<file path="config.mk">
export PLATFORM = sky130hd
export DESIGN_NAME = pmic_interrupt_flags_masks
export DESIGN_NICKNAME = d
export VERILOG_FILES = /design/src/hdl/pmic_irq_pkg.sv /design/src/hdl/pmic_interrupt_flags_masks.sv
export SDC_FILE = /design/constraint.sdc
export NUM_CORES = 1
export LEC_CHECK = 0
export BUFFER_PORTS_ARGS = -buffer_cell sky130_fd_sc_hd__buf_4
export CORE_MARGIN = 3
export CORE_UTILIZATION = 44
export DETAILED_ROUTE_END_ITERATION = 6
export REMOVE_ABC_BUFFERS = 1
export SYNTH_ARGS = -nofsm -noshare
export SYNTH_HDL_FRONTEND = slang
export SYNTH_SLANG_ARGS = --single-unit
</file>
<file path="constraint.sdc">
create_clock -name sys_clk -period 13.1 [get_ports sys_clk]
set_input_delay 2.62 -clock sys_clk [delete_from_list [all_inputs] [get_ports sys_clk]]
set_output_delay 2.62 -clock sys_clk [all_outputs]
set_load 0.05 [all_outputs]
</file>
<file path="src/hdl/pmic_irq_pkg.sv">
// constants for the interrupt flag and mask block
// Operation
// RULE1 - buck-boost fault change sets flag two bit 7
// RULE2 - harvester comparator change sets bit 6
// RULE3 - system-battery limit change sets bit 5
// RULE4 - charger system-limit change sets bit 4
// RULE5 - charger step change sets bit 3
// RULE6 - first thermal buck change sets bit 2
// RULE7 - second thermal buck change sets bit 1
// RULE8 - third thermal buck change sets bit 0
// RULE9 - battery-good change sets bit 7 at 0x09
// RULE10 - regulation-done change sets bit 6 at 0x09
// RULE11 - boost fault sets bit 5; bit 4 unused
// RULE12 - crc-failed write discarded, sets bit 3
// RULE13 - 100ms bus inactivity in transaction sets bit 2
// RULE14 - bits 1,0 read-only haptic and converter summaries
// RULE15 - mask bit 7 gates thermal flag, 1 passes
// RULE16 - mask bit 4 gates overvoltage flag, 1 passes
// RULE17 - mask bits 6,5,3 gate charger, limit, valid
// RULE18 - masked flags recorded; unmasked set flags assert irq
// RULE19 - thermal status field change sets flag zero bit 7
`default_nettype none

package pmic_irq_pkg;
	localparam logic [7:0] FLAGS_ZERO_OFFSET = 8'h06;
	localparam logic [7:0] FLAGS_TWO_OFFSET = 8'h08;
	localparam logic [7:0] FLAGS_THREE_OFFSET = 8'h09;
	localparam logic [7:0] MASK_ZERO_OFFSET = 8'h0A;

	// flag zero and mask zero bit positions
	localparam int THERMAL_STATUS_BIT = 7;
	localparam int CHARGER_STATUS_BIT = 6;
	localparam int CURRENT_LIMIT_BIT = 5;
	localparam int INPUT_OVERVOLTAGE_BIT = 4;
	localparam int INPUT_VALID_BIT = 3;

	// flag three bit positions
	localparam int BATTERY_GOOD_BIT = 7;
	localparam int BATTERY_REGULATION_DONE_BIT = 6;
	localparam int BOOST_FAULT_BIT = 5;
	localparam int BUS_CRC_FAIL_BIT = 3;
	localparam int BUS_TIMEOUT_BIT = 2;
	localparam int HAPTIC_SUMMARY_BIT = 1;
	localparam int CONVERTER_SUMMARY_BIT = 0;

	// bits that exist and may be cleared by writing one
	localparam logic [7:0] FLAGS_ZERO_USED = 8'hF8;
	localparam logic [7:0] FLAGS_THREE_CLEARABLE = 8'hEC;

	localparam logic [7:0] FLAGS_RESET = 8'h00;
	localparam logic [7:0] MASK_ZERO_RESET = 8'h00;

	localparam int CLOCK_HZ = 20_000_000;
	localparam int BUS_TIMEOUT_MS = 100;
	localparam int BUS_TIMEOUT_CYCLES = BUS_TIMEOUT_MS * (CLOCK_HZ / 1000);
endpackage : pmic_irq_pkg

`default_nettype wire

</file>
<file path="src/hdl/pmic_interrupt_flags_masks.sv">
// interrupt flags, mask zero and bus watchdog of the power manager
`default_nettype none

module pmic_interrupt_flags_masks #(
	parameter int BUS_TIMEOUT_CYCLES = pmic_irq_pkg::BUS_TIMEOUT_CYCLES
) (
	input wire logic sys_clk,
	input wire logic rst,
	// register port from the serial interface engine
	input wire logic reg_wr,
	input wire logic reg_rd,
	input wire logic [7:0] reg_addr,
	input wire logic [7:0] reg_wdata,
	input wire logic reg_crc_ok,
	output logic [7:0] reg_rdata,
	// transaction tracking from the serial interface engine
	input wire logic bus_start,
	input wire logic bus_stop,
	input wire logic bus_activity,
	output logic bus_timeout_abort,
	// summaries from the haptic and converter sub-blocks, same clock
	input wire logic haptic_pending,
	input wire logic converter_pending,
	// analog status levels, asynchronous
	input wire logic [2:0] thermal_status_field,
	input wire logic [2:0] charger_status_field,
	input wire logic current_limit_status,
	input wire logic input_overvoltage_status,
	input wire logic input_valid_status,
	input wire logic buckboost_fault_status,
	input wire logic harvester_compare_status,
	input wire logic system_battery_limit_status,
	input wire logic charger_system_limit_status,
	input wire logic charge_step_status,
	input wire logic thermal_buck_one_status,
	input wire logic thermal_buck_two_status,
	input wire logic thermal_buck_three_status,
	input wire logic battery_good_status,
	input wire logic battery_regulation_done_status,
	input wire logic boost_fault_status,
	output logic irq
);
	import pmic_irq_pkg::*;

	localparam int STATUS_W = 20;

	if (BUS_TIMEOUT_CYCLES < 2) begin : g_bad_timeout
		$error("BUS_TIMEOUT_CYCLES must be at least 2");
	end

	function automatic logic [7:0] read_mux(input logic [7:0] addr, input logic [7:0] f0,
			input logic [7:0] f2, input logic [7:0] f3, input logic [7:0] m0);
		case (addr)
			FLAGS_ZERO_OFFSET: read_mux = f0;
			FLAGS_TWO_OFFSET: read_mux = f2;
			FLAGS_THREE_OFFSET: read_mux = f3;
			MASK_ZERO_OFFSET: read_mux = m0;
			default: read_mux = 8'h00;
		endcase
	endfunction

	function automatic logic [7:0] write_ones(input logic hit_wr, input logic [7:0] addr,
			input logic [7:0] target, input logic [7:0] data);
		write_ones = (hit_wr && addr == target) ? data : 8'h00;
	endfunction

	// status synchronisers and change detection
	logic [STATUS_W-1:0] status_raw;
	logic [STATUS_W-1:0] sync1_r, sync1_nxt;
	logic [STATUS_W-1:0] sync2_r, sync2_nxt;
	logic [STATUS_W-1:0] prev_r, prev_nxt;
	logic [2:0] warm_r, warm_nxt;
	logic [STATUS_W-1:0] changed;

	assign status_raw = {thermal_status_field, charger_status_field, current_limit_status,
		input_overvoltage_status, input_valid_status, buckboost_fault_status,
		harvester_compare_status, system_battery_limit_status, charger_system_limit_status,
		charge_step_status, thermal_buck_one_status, thermal_buck_two_status,
		thermal_buck_three_status, battery_good_status, battery_regulation_done_status,
		boost_fault_status};

	always_comb begin
		sync1_nxt = status_raw;
		sync2_nxt = sync1_r;
		prev_nxt = sync2_r;
		// three edges fill sync and prev, so a level already up at reset is no change
		warm_nxt = {warm_r[1:0], 1'b1};
		changed = warm_r[2] ? (sync2_r ^ prev_r) : '0;
	end

	always_ff @(posedge sys_clk or posedge rst) begin
		if (rst) begin
			sync1_r <= '0;
			sync2_r <= '0;
			prev_r <= '0;
			warm_r <= 3'b000;
		end else begin
			sync1_r <= sync1_nxt;
			sync2_r <= sync2_nxt;
			prev_r <= prev_nxt;
			warm_r <= warm_nxt;
		end
	end

	// bus watchdog
	logic in_txn_r, in_txn_nxt;
	logic [31:0] idle_cnt_r, idle_cnt_nxt;
	logic abort_r, abort_nxt;
	logic timeout_hit;

	always_comb begin
		in_txn_nxt = in_txn_r;
		idle_cnt_nxt = idle_cnt_r;
		abort_nxt = 1'b0;
		timeout_hit = 1'b0;
		if (bus_start) begin
			in_txn_nxt = 1'b1;
			idle_cnt_nxt = '0;
		end else if (bus_stop) begin
			in_txn_nxt = 1'b0;
			idle_cnt_nxt = '0;
		end else if (in_txn_r) begin
			if (bus_activity) begin
				idle_cnt_nxt = '0;
			end else if (idle_cnt_r == 32'(BUS_TIMEOUT_CYCLES - 1)) begin
				// give up the transaction so a stuck master cannot hold the bus
				timeout_hit = 1'b1; // [RULE13]
				abort_nxt = 1'b1;
				in_txn_nxt = 1'b0;
				idle_cnt_nxt = '0;
			end else begin
				idle_cnt_nxt = idle_cnt_r + 32'h0000_0001;
			end
		end
	end

	always_ff @(posedge sys_clk or posedge rst) begin
		if (rst) begin
			in_txn_r <= 1'b0;
			idle_cnt_r <= '0;
			abort_r <= 1'b0;
		end else begin
			in_txn_r <= in_txn_nxt;
			idle_cnt_r <= idle_cnt_nxt;
			abort_r <= abort_nxt;
		end
	end

	// flag, mask and read-back registers
	logic [7:0] flags_zero_r, flags_zero_nxt;
	logic [7:0] flags_two_r, flags_two_nxt;
	logic [7:0] flags_three_r, flags_three_nxt;
	logic [7:0] mask_zero_r, mask_zero_nxt;
	logic [7:0] rdata_r, rdata_nxt;
	logic irq_r, irq_nxt;
	logic wr_ok;
	logic crc_fail;
	logic [7:0] set_zero, set_two, set_three;
	logic [7:0] clr_zero, clr_two, clr_three;

	always_comb begin
		wr_ok = reg_wr && reg_crc_ok;
		crc_fail = reg_wr && !reg_crc_ok; // [RULE12]

		set_zero = 8'h00;
		set_zero[THERMAL_STATUS_BIT] = |changed[19:17]; // [RULE19]
		set_zero[CHARGER_STATUS_BIT] = |changed[16:14];
		set_zero[CURRENT_LIMIT_BIT] = changed[13];
		set_zero[INPUT_OVERVOLTAGE_BIT] = changed[12];
		set_zero[INPUT_VALID_BIT] = changed[11];

		// bit order of the status vector matches the register bit order
		set_two = changed[10:3]; // [RULE1] [RULE2] [RULE3] [RULE4] [RULE5] [RULE6] [RULE7] [RULE8]

		set_three = 8'h00;
		set_three[BATTERY_GOOD_BIT] = changed[2]; // [RULE9]
		set_three[BATTERY_REGULATION_DONE_BIT] = changed[1]; // [RULE10]
		set_three[BOOST_FAULT_BIT] = changed[0]; // [RULE11]
		set_three[BUS_CRC_FAIL_BIT] = crc_fail; // [RULE12]
		set_three[BUS_TIMEOUT_BIT] = timeout_hit; // [RULE13]

		// failed-crc writes never reach here, so the register keeps its value
		clr_zero = write_ones(wr_ok, reg_addr, FLAGS_ZERO_OFFSET, reg_wdata); // [RULE12]
		clr_two = write_ones(wr_ok, reg_addr, FLAGS_TWO_OFFSET, reg_wdata);
		clr_three = write_ones(wr_ok, reg_addr, FLAGS_THREE_OFFSET, reg_wdata);

		// set wins over a clear landing in the same cycle
		flags_zero_nxt = ((flags_zero_r & ~clr_zero) | set_zero) & FLAGS_ZERO_USED;
		flags_two_nxt = (flags_two_r & ~clr_two) | set_two;
		flags_three_nxt = ((flags_three_r & ~clr_three) | set_three) & FLAGS_THREE_CLEARABLE;
		// summaries follow the sub-blocks and ignore writes
		flags_three_nxt[HAPTIC_SUMMARY_BIT] = haptic_pending; // [RULE14]
		flags_three_nxt[CONVERTER_SUMMARY_BIT] = converter_pending; // [RULE14]

		mask_zero_nxt = mask_zero_r;
		if (wr_ok && reg_addr == MASK_ZERO_OFFSET) begin
			mask_zero_nxt = reg_wdata;
		end

		rdata_nxt = rdata_r;
		if (reg_rd) begin
			rdata_nxt = read_mux(reg_addr, flags_zero_r, flags_two_r, flags_three_r,
				mask_zero_r);
		end

		// mask only gates the output; the flag itself is still recorded
		irq_nxt = |(flags_zero_r & mask_zero_r & FLAGS_ZERO_USED) // [RULE15] [RULE16] [RULE17] [RULE18]
			| (|flags_two_r) | (|flags_three_r); // [RULE18]
	end

	always_ff @(posedge sys_clk or posedge rst) begin
		if (rst) begin
			flags_zero_r <= FLAGS_RESET;
			flags_two_r <= FLAGS_RESET;
			flags_three_r <= FLAGS_RESET;
			mask_zero_r <= MASK_ZERO_RESET;
			rdata_r <= 8'h00;
			irq_r <= 1'b0;
		end else begin
			flags_zero_r <= flags_zero_nxt;
			flags_two_r <= flags_two_nxt;
			flags_three_r <= flags_three_nxt;
			mask_zero_r <= mask_zero_nxt;
			rdata_r <= rdata_nxt;
			irq_r <= irq_nxt;
		end
	end

	assign reg_rdata = rdata_r;
	assign bus_timeout_abort = abort_r;
	assign irq = irq_r;
endmodule // pmic_interrupt_flags_masks

`default_nettype wire

</file>
==> metrics.cfg <==
[timing]
rsz0062_at_grt = false
tightest_slew_ps = 945
setup_viol_count_final = 0
slew_headroom = 0.370
fin_crit_sh = 0.327
fin_tns_setup_ps = 0
hold_viol_final = 0
slew_violations = 0
fin_skew_ps = 8.92
max_freq_ghz = 0.234
min_period_ps = 4280

[power_and_ir_drop]
power.leakage_nw = 2.73
ir_drop_mv = 0.112
pwr_density_cell_mw_per_mm2 = 151

[die]
die_w_um = 117
rows = 39
die_area_sq_mm = 0.0137
pin_count = 56
start_util = 0.463
die_h_um = 117
core_area_sq_mm = 0.0117

[clocking]
clk_latency_ps = 410
cts_hold_buf = 0
htreeDepth = 4
clockBufferDepth = 2
cts_buffers = 17
cts_root_buffer = clkbuf_16
cts.reportedPaths.clkPinSlew_ps = 60
cts_resized = 0
cts_sinks = 134
cts_tree = done
cts_setup_buffers = 0

[placement]
hpwl_um = 7770
gp_congestion = 0.851
dpl_cell_area_sq_mm = 0.00595
io_buffers = 55

[finish]
area_delta_synth_final_pct = 22.0
layout.cells.most_common = dfrtp_1
fillers = 1014
fin_area_sq_mm = 0.00662
nNetsFinal = 548
fin_util = 0.565
layout-drive-gt1-share = 0.206
layout_common_cells = dfrtp_1, buf_4, nand2_1, a22oi_1, xor2_1
insertedDiodeCount = 0

[outcome]
outcome = finished, final reports clean

[synth]
synth.avg_cell_area_sq_um = 12.2
synthFlopType = dfrtp_1
synth_edf_count = 0
synth.distinct_cells = 43
synthMuxAreaShare = 0.0325
synthAdderAreaFrac = 0.00231
syn_inst = 446
async_flop_share = 1.00
ys_warn_count = 0
netlist_area_sq_mm = 0.00543
synth_simple_gate_area_share = 0.146
synth-seq-cells = 134
yosys.area_share.xor_xnor = 0.0468
synth_compound_area_frac = 0.132
synth_top_family_by_area = simple AND/OR/NAND/NOR gates
yosysSeqAreaShare = 0.618

[critical_path]
critical_path_required_ps = 13390
arrival_ps = 4570
endpoint_kind = register
rrSetupSlack_ps = 10660
startpoint_type = input pin
critPathMaxFanout = 8
crit_type = input pin to register

[route]
via_count = 3762
antenna_left = 0
wirelength_um = 11600
detail_route.iter0.violations = 315
drc_errors = 0
drtPass1Iterations = 4
viasPerCell = 5.73
wire_per_inst_um = 17.6

[min_path]
hold_path_class = register to register

[grt]
grt_max_degree = 71
grt_pass1_vias = 3901
antenna_found_initial = 0
grt_pass1_wl_um = 19700
gr-usage-all-layers = 0.188
grt-ovfl-total = 0

[run]
cap_viol_max_count = 0

final cells by class:
class	instances	area (sq um)	area share
sequential	134	3350	0.507
clock inverter	11	195	0.0295
tap	143	179	0.0270
clock buffer	21	470	0.0711
multi-input combinational	284	1960	0.296
timing repair buffer	58	435	0.0658
inverter	6	25.0	0.00378
layer usage:
metal / routed length [um] / vias to the layer above / GRT usage
met2: 5410 / 85 / 0.272
met5: 0 / - / 0
met1: 5550 / 1875 / 0.269
met4: 119 / 0 / 0.0719
li1: - / 1792 / -
met3: 505 / 10 / 0.0560
logic make-up (layout without fill, tap and decap cells):
logic type	after synthesis	after routing
AO/OA/AOI/OAI	99	99
XOR/XNOR	29	29
adder cells (fa/ha/maj)	1	1
buffers and inverters	28	96
flip-flops	134	134
multiplexers	16	16
other	1	1
AND/OR/NAND/NOR	138	138
where the power goes:
part           internal [mW]  total, mW  switching, mW
sequential             0.426      0.432        0.00640
clock                  0.354      0.528          0.174
combinational         0.0165     0.0384         0.0219
state kept, by name (all words and copies together), names as in the netlist:
name	count
idle_cnt_r	32
prev_nxt	20
prev_r	20
sync1_r	20
flags_two_r	8
mask_zero_r	8
reg_rdata	8
flags_three_r	7
flags_zero_r	5
warm_r	3
bus_timeout_abort	1
in_txn_r	1
irq	1
stage by stage:
step	worst slack [ps]	power [mW]	std cells	hold WS (ps)
global route	8800	1.04	657	358
detailed placement	8410	0.478	625	335
CTS	8860	1.01	657	348
finish	8820	0.998	657	347
floorplan	6900	0.456	424	331
global placement	8440	0.478	625	331
worst paths after layout:
check / start / endpoint / cells after the start
max in group asynchronous: rst / reg_rdata[0] / 3
worst min register to register: sync1_r[13] / prev_nxt[13] / 0
worst min-delay path: sync1_r[13] / prev_nxt[13] / 0
min in group asynchronous: rst / prev_r[14] / 2
worst max register to register: idle_cnt_r[0] / idle_cnt_r[16] / 5
worst max-delay path: reg_addr[5] / flags_two_r[7] / 5
critical path: stages:
cell	delay, ps
buf_4	110
or4_4	580
nor3_4	300
or3b_1	540
a221o_1	410
cell usage after synthesis, types with 5 or more instances:
library cell / number / area share
nor2b_1: 9 / 0.010
inv_1: 6 / 0.0042
nor3_1: 10 / 0.0092
a22oi_1: 19 / 0.026
and3_1: 7 / 0.0081
dfrtp_1: 134 / 0.62
nand4_1: 14 / 0.016
a222oi_1: 5 / 0.0092
xnor2_1: 11 / 0.018
a31oi_1: 7 / 0.0081
mux2_2: 13 / 0.027
a21oi_1: 15 / 0.014
a221o_1: 8 / 0.015
o21ai_0: 13 / 0.012
nand3_1: 13 / 0.012
and4_1: 6 / 0.0097
o31ai_1: 11 / 0.015
a22o_1: 9 / 0.015
or4_1: 10 / 0.014
or3_1: 7 / 0.0081
nor2_1: 7 / 0.0048
nand2_1: 31 / 0.021
clkbuf_1: 19 / 0.013
nor4_1: 14 / 0.016
xor2_1: 18 / 0.029
No activity file was read; power rests on OpenSTA's default activity.
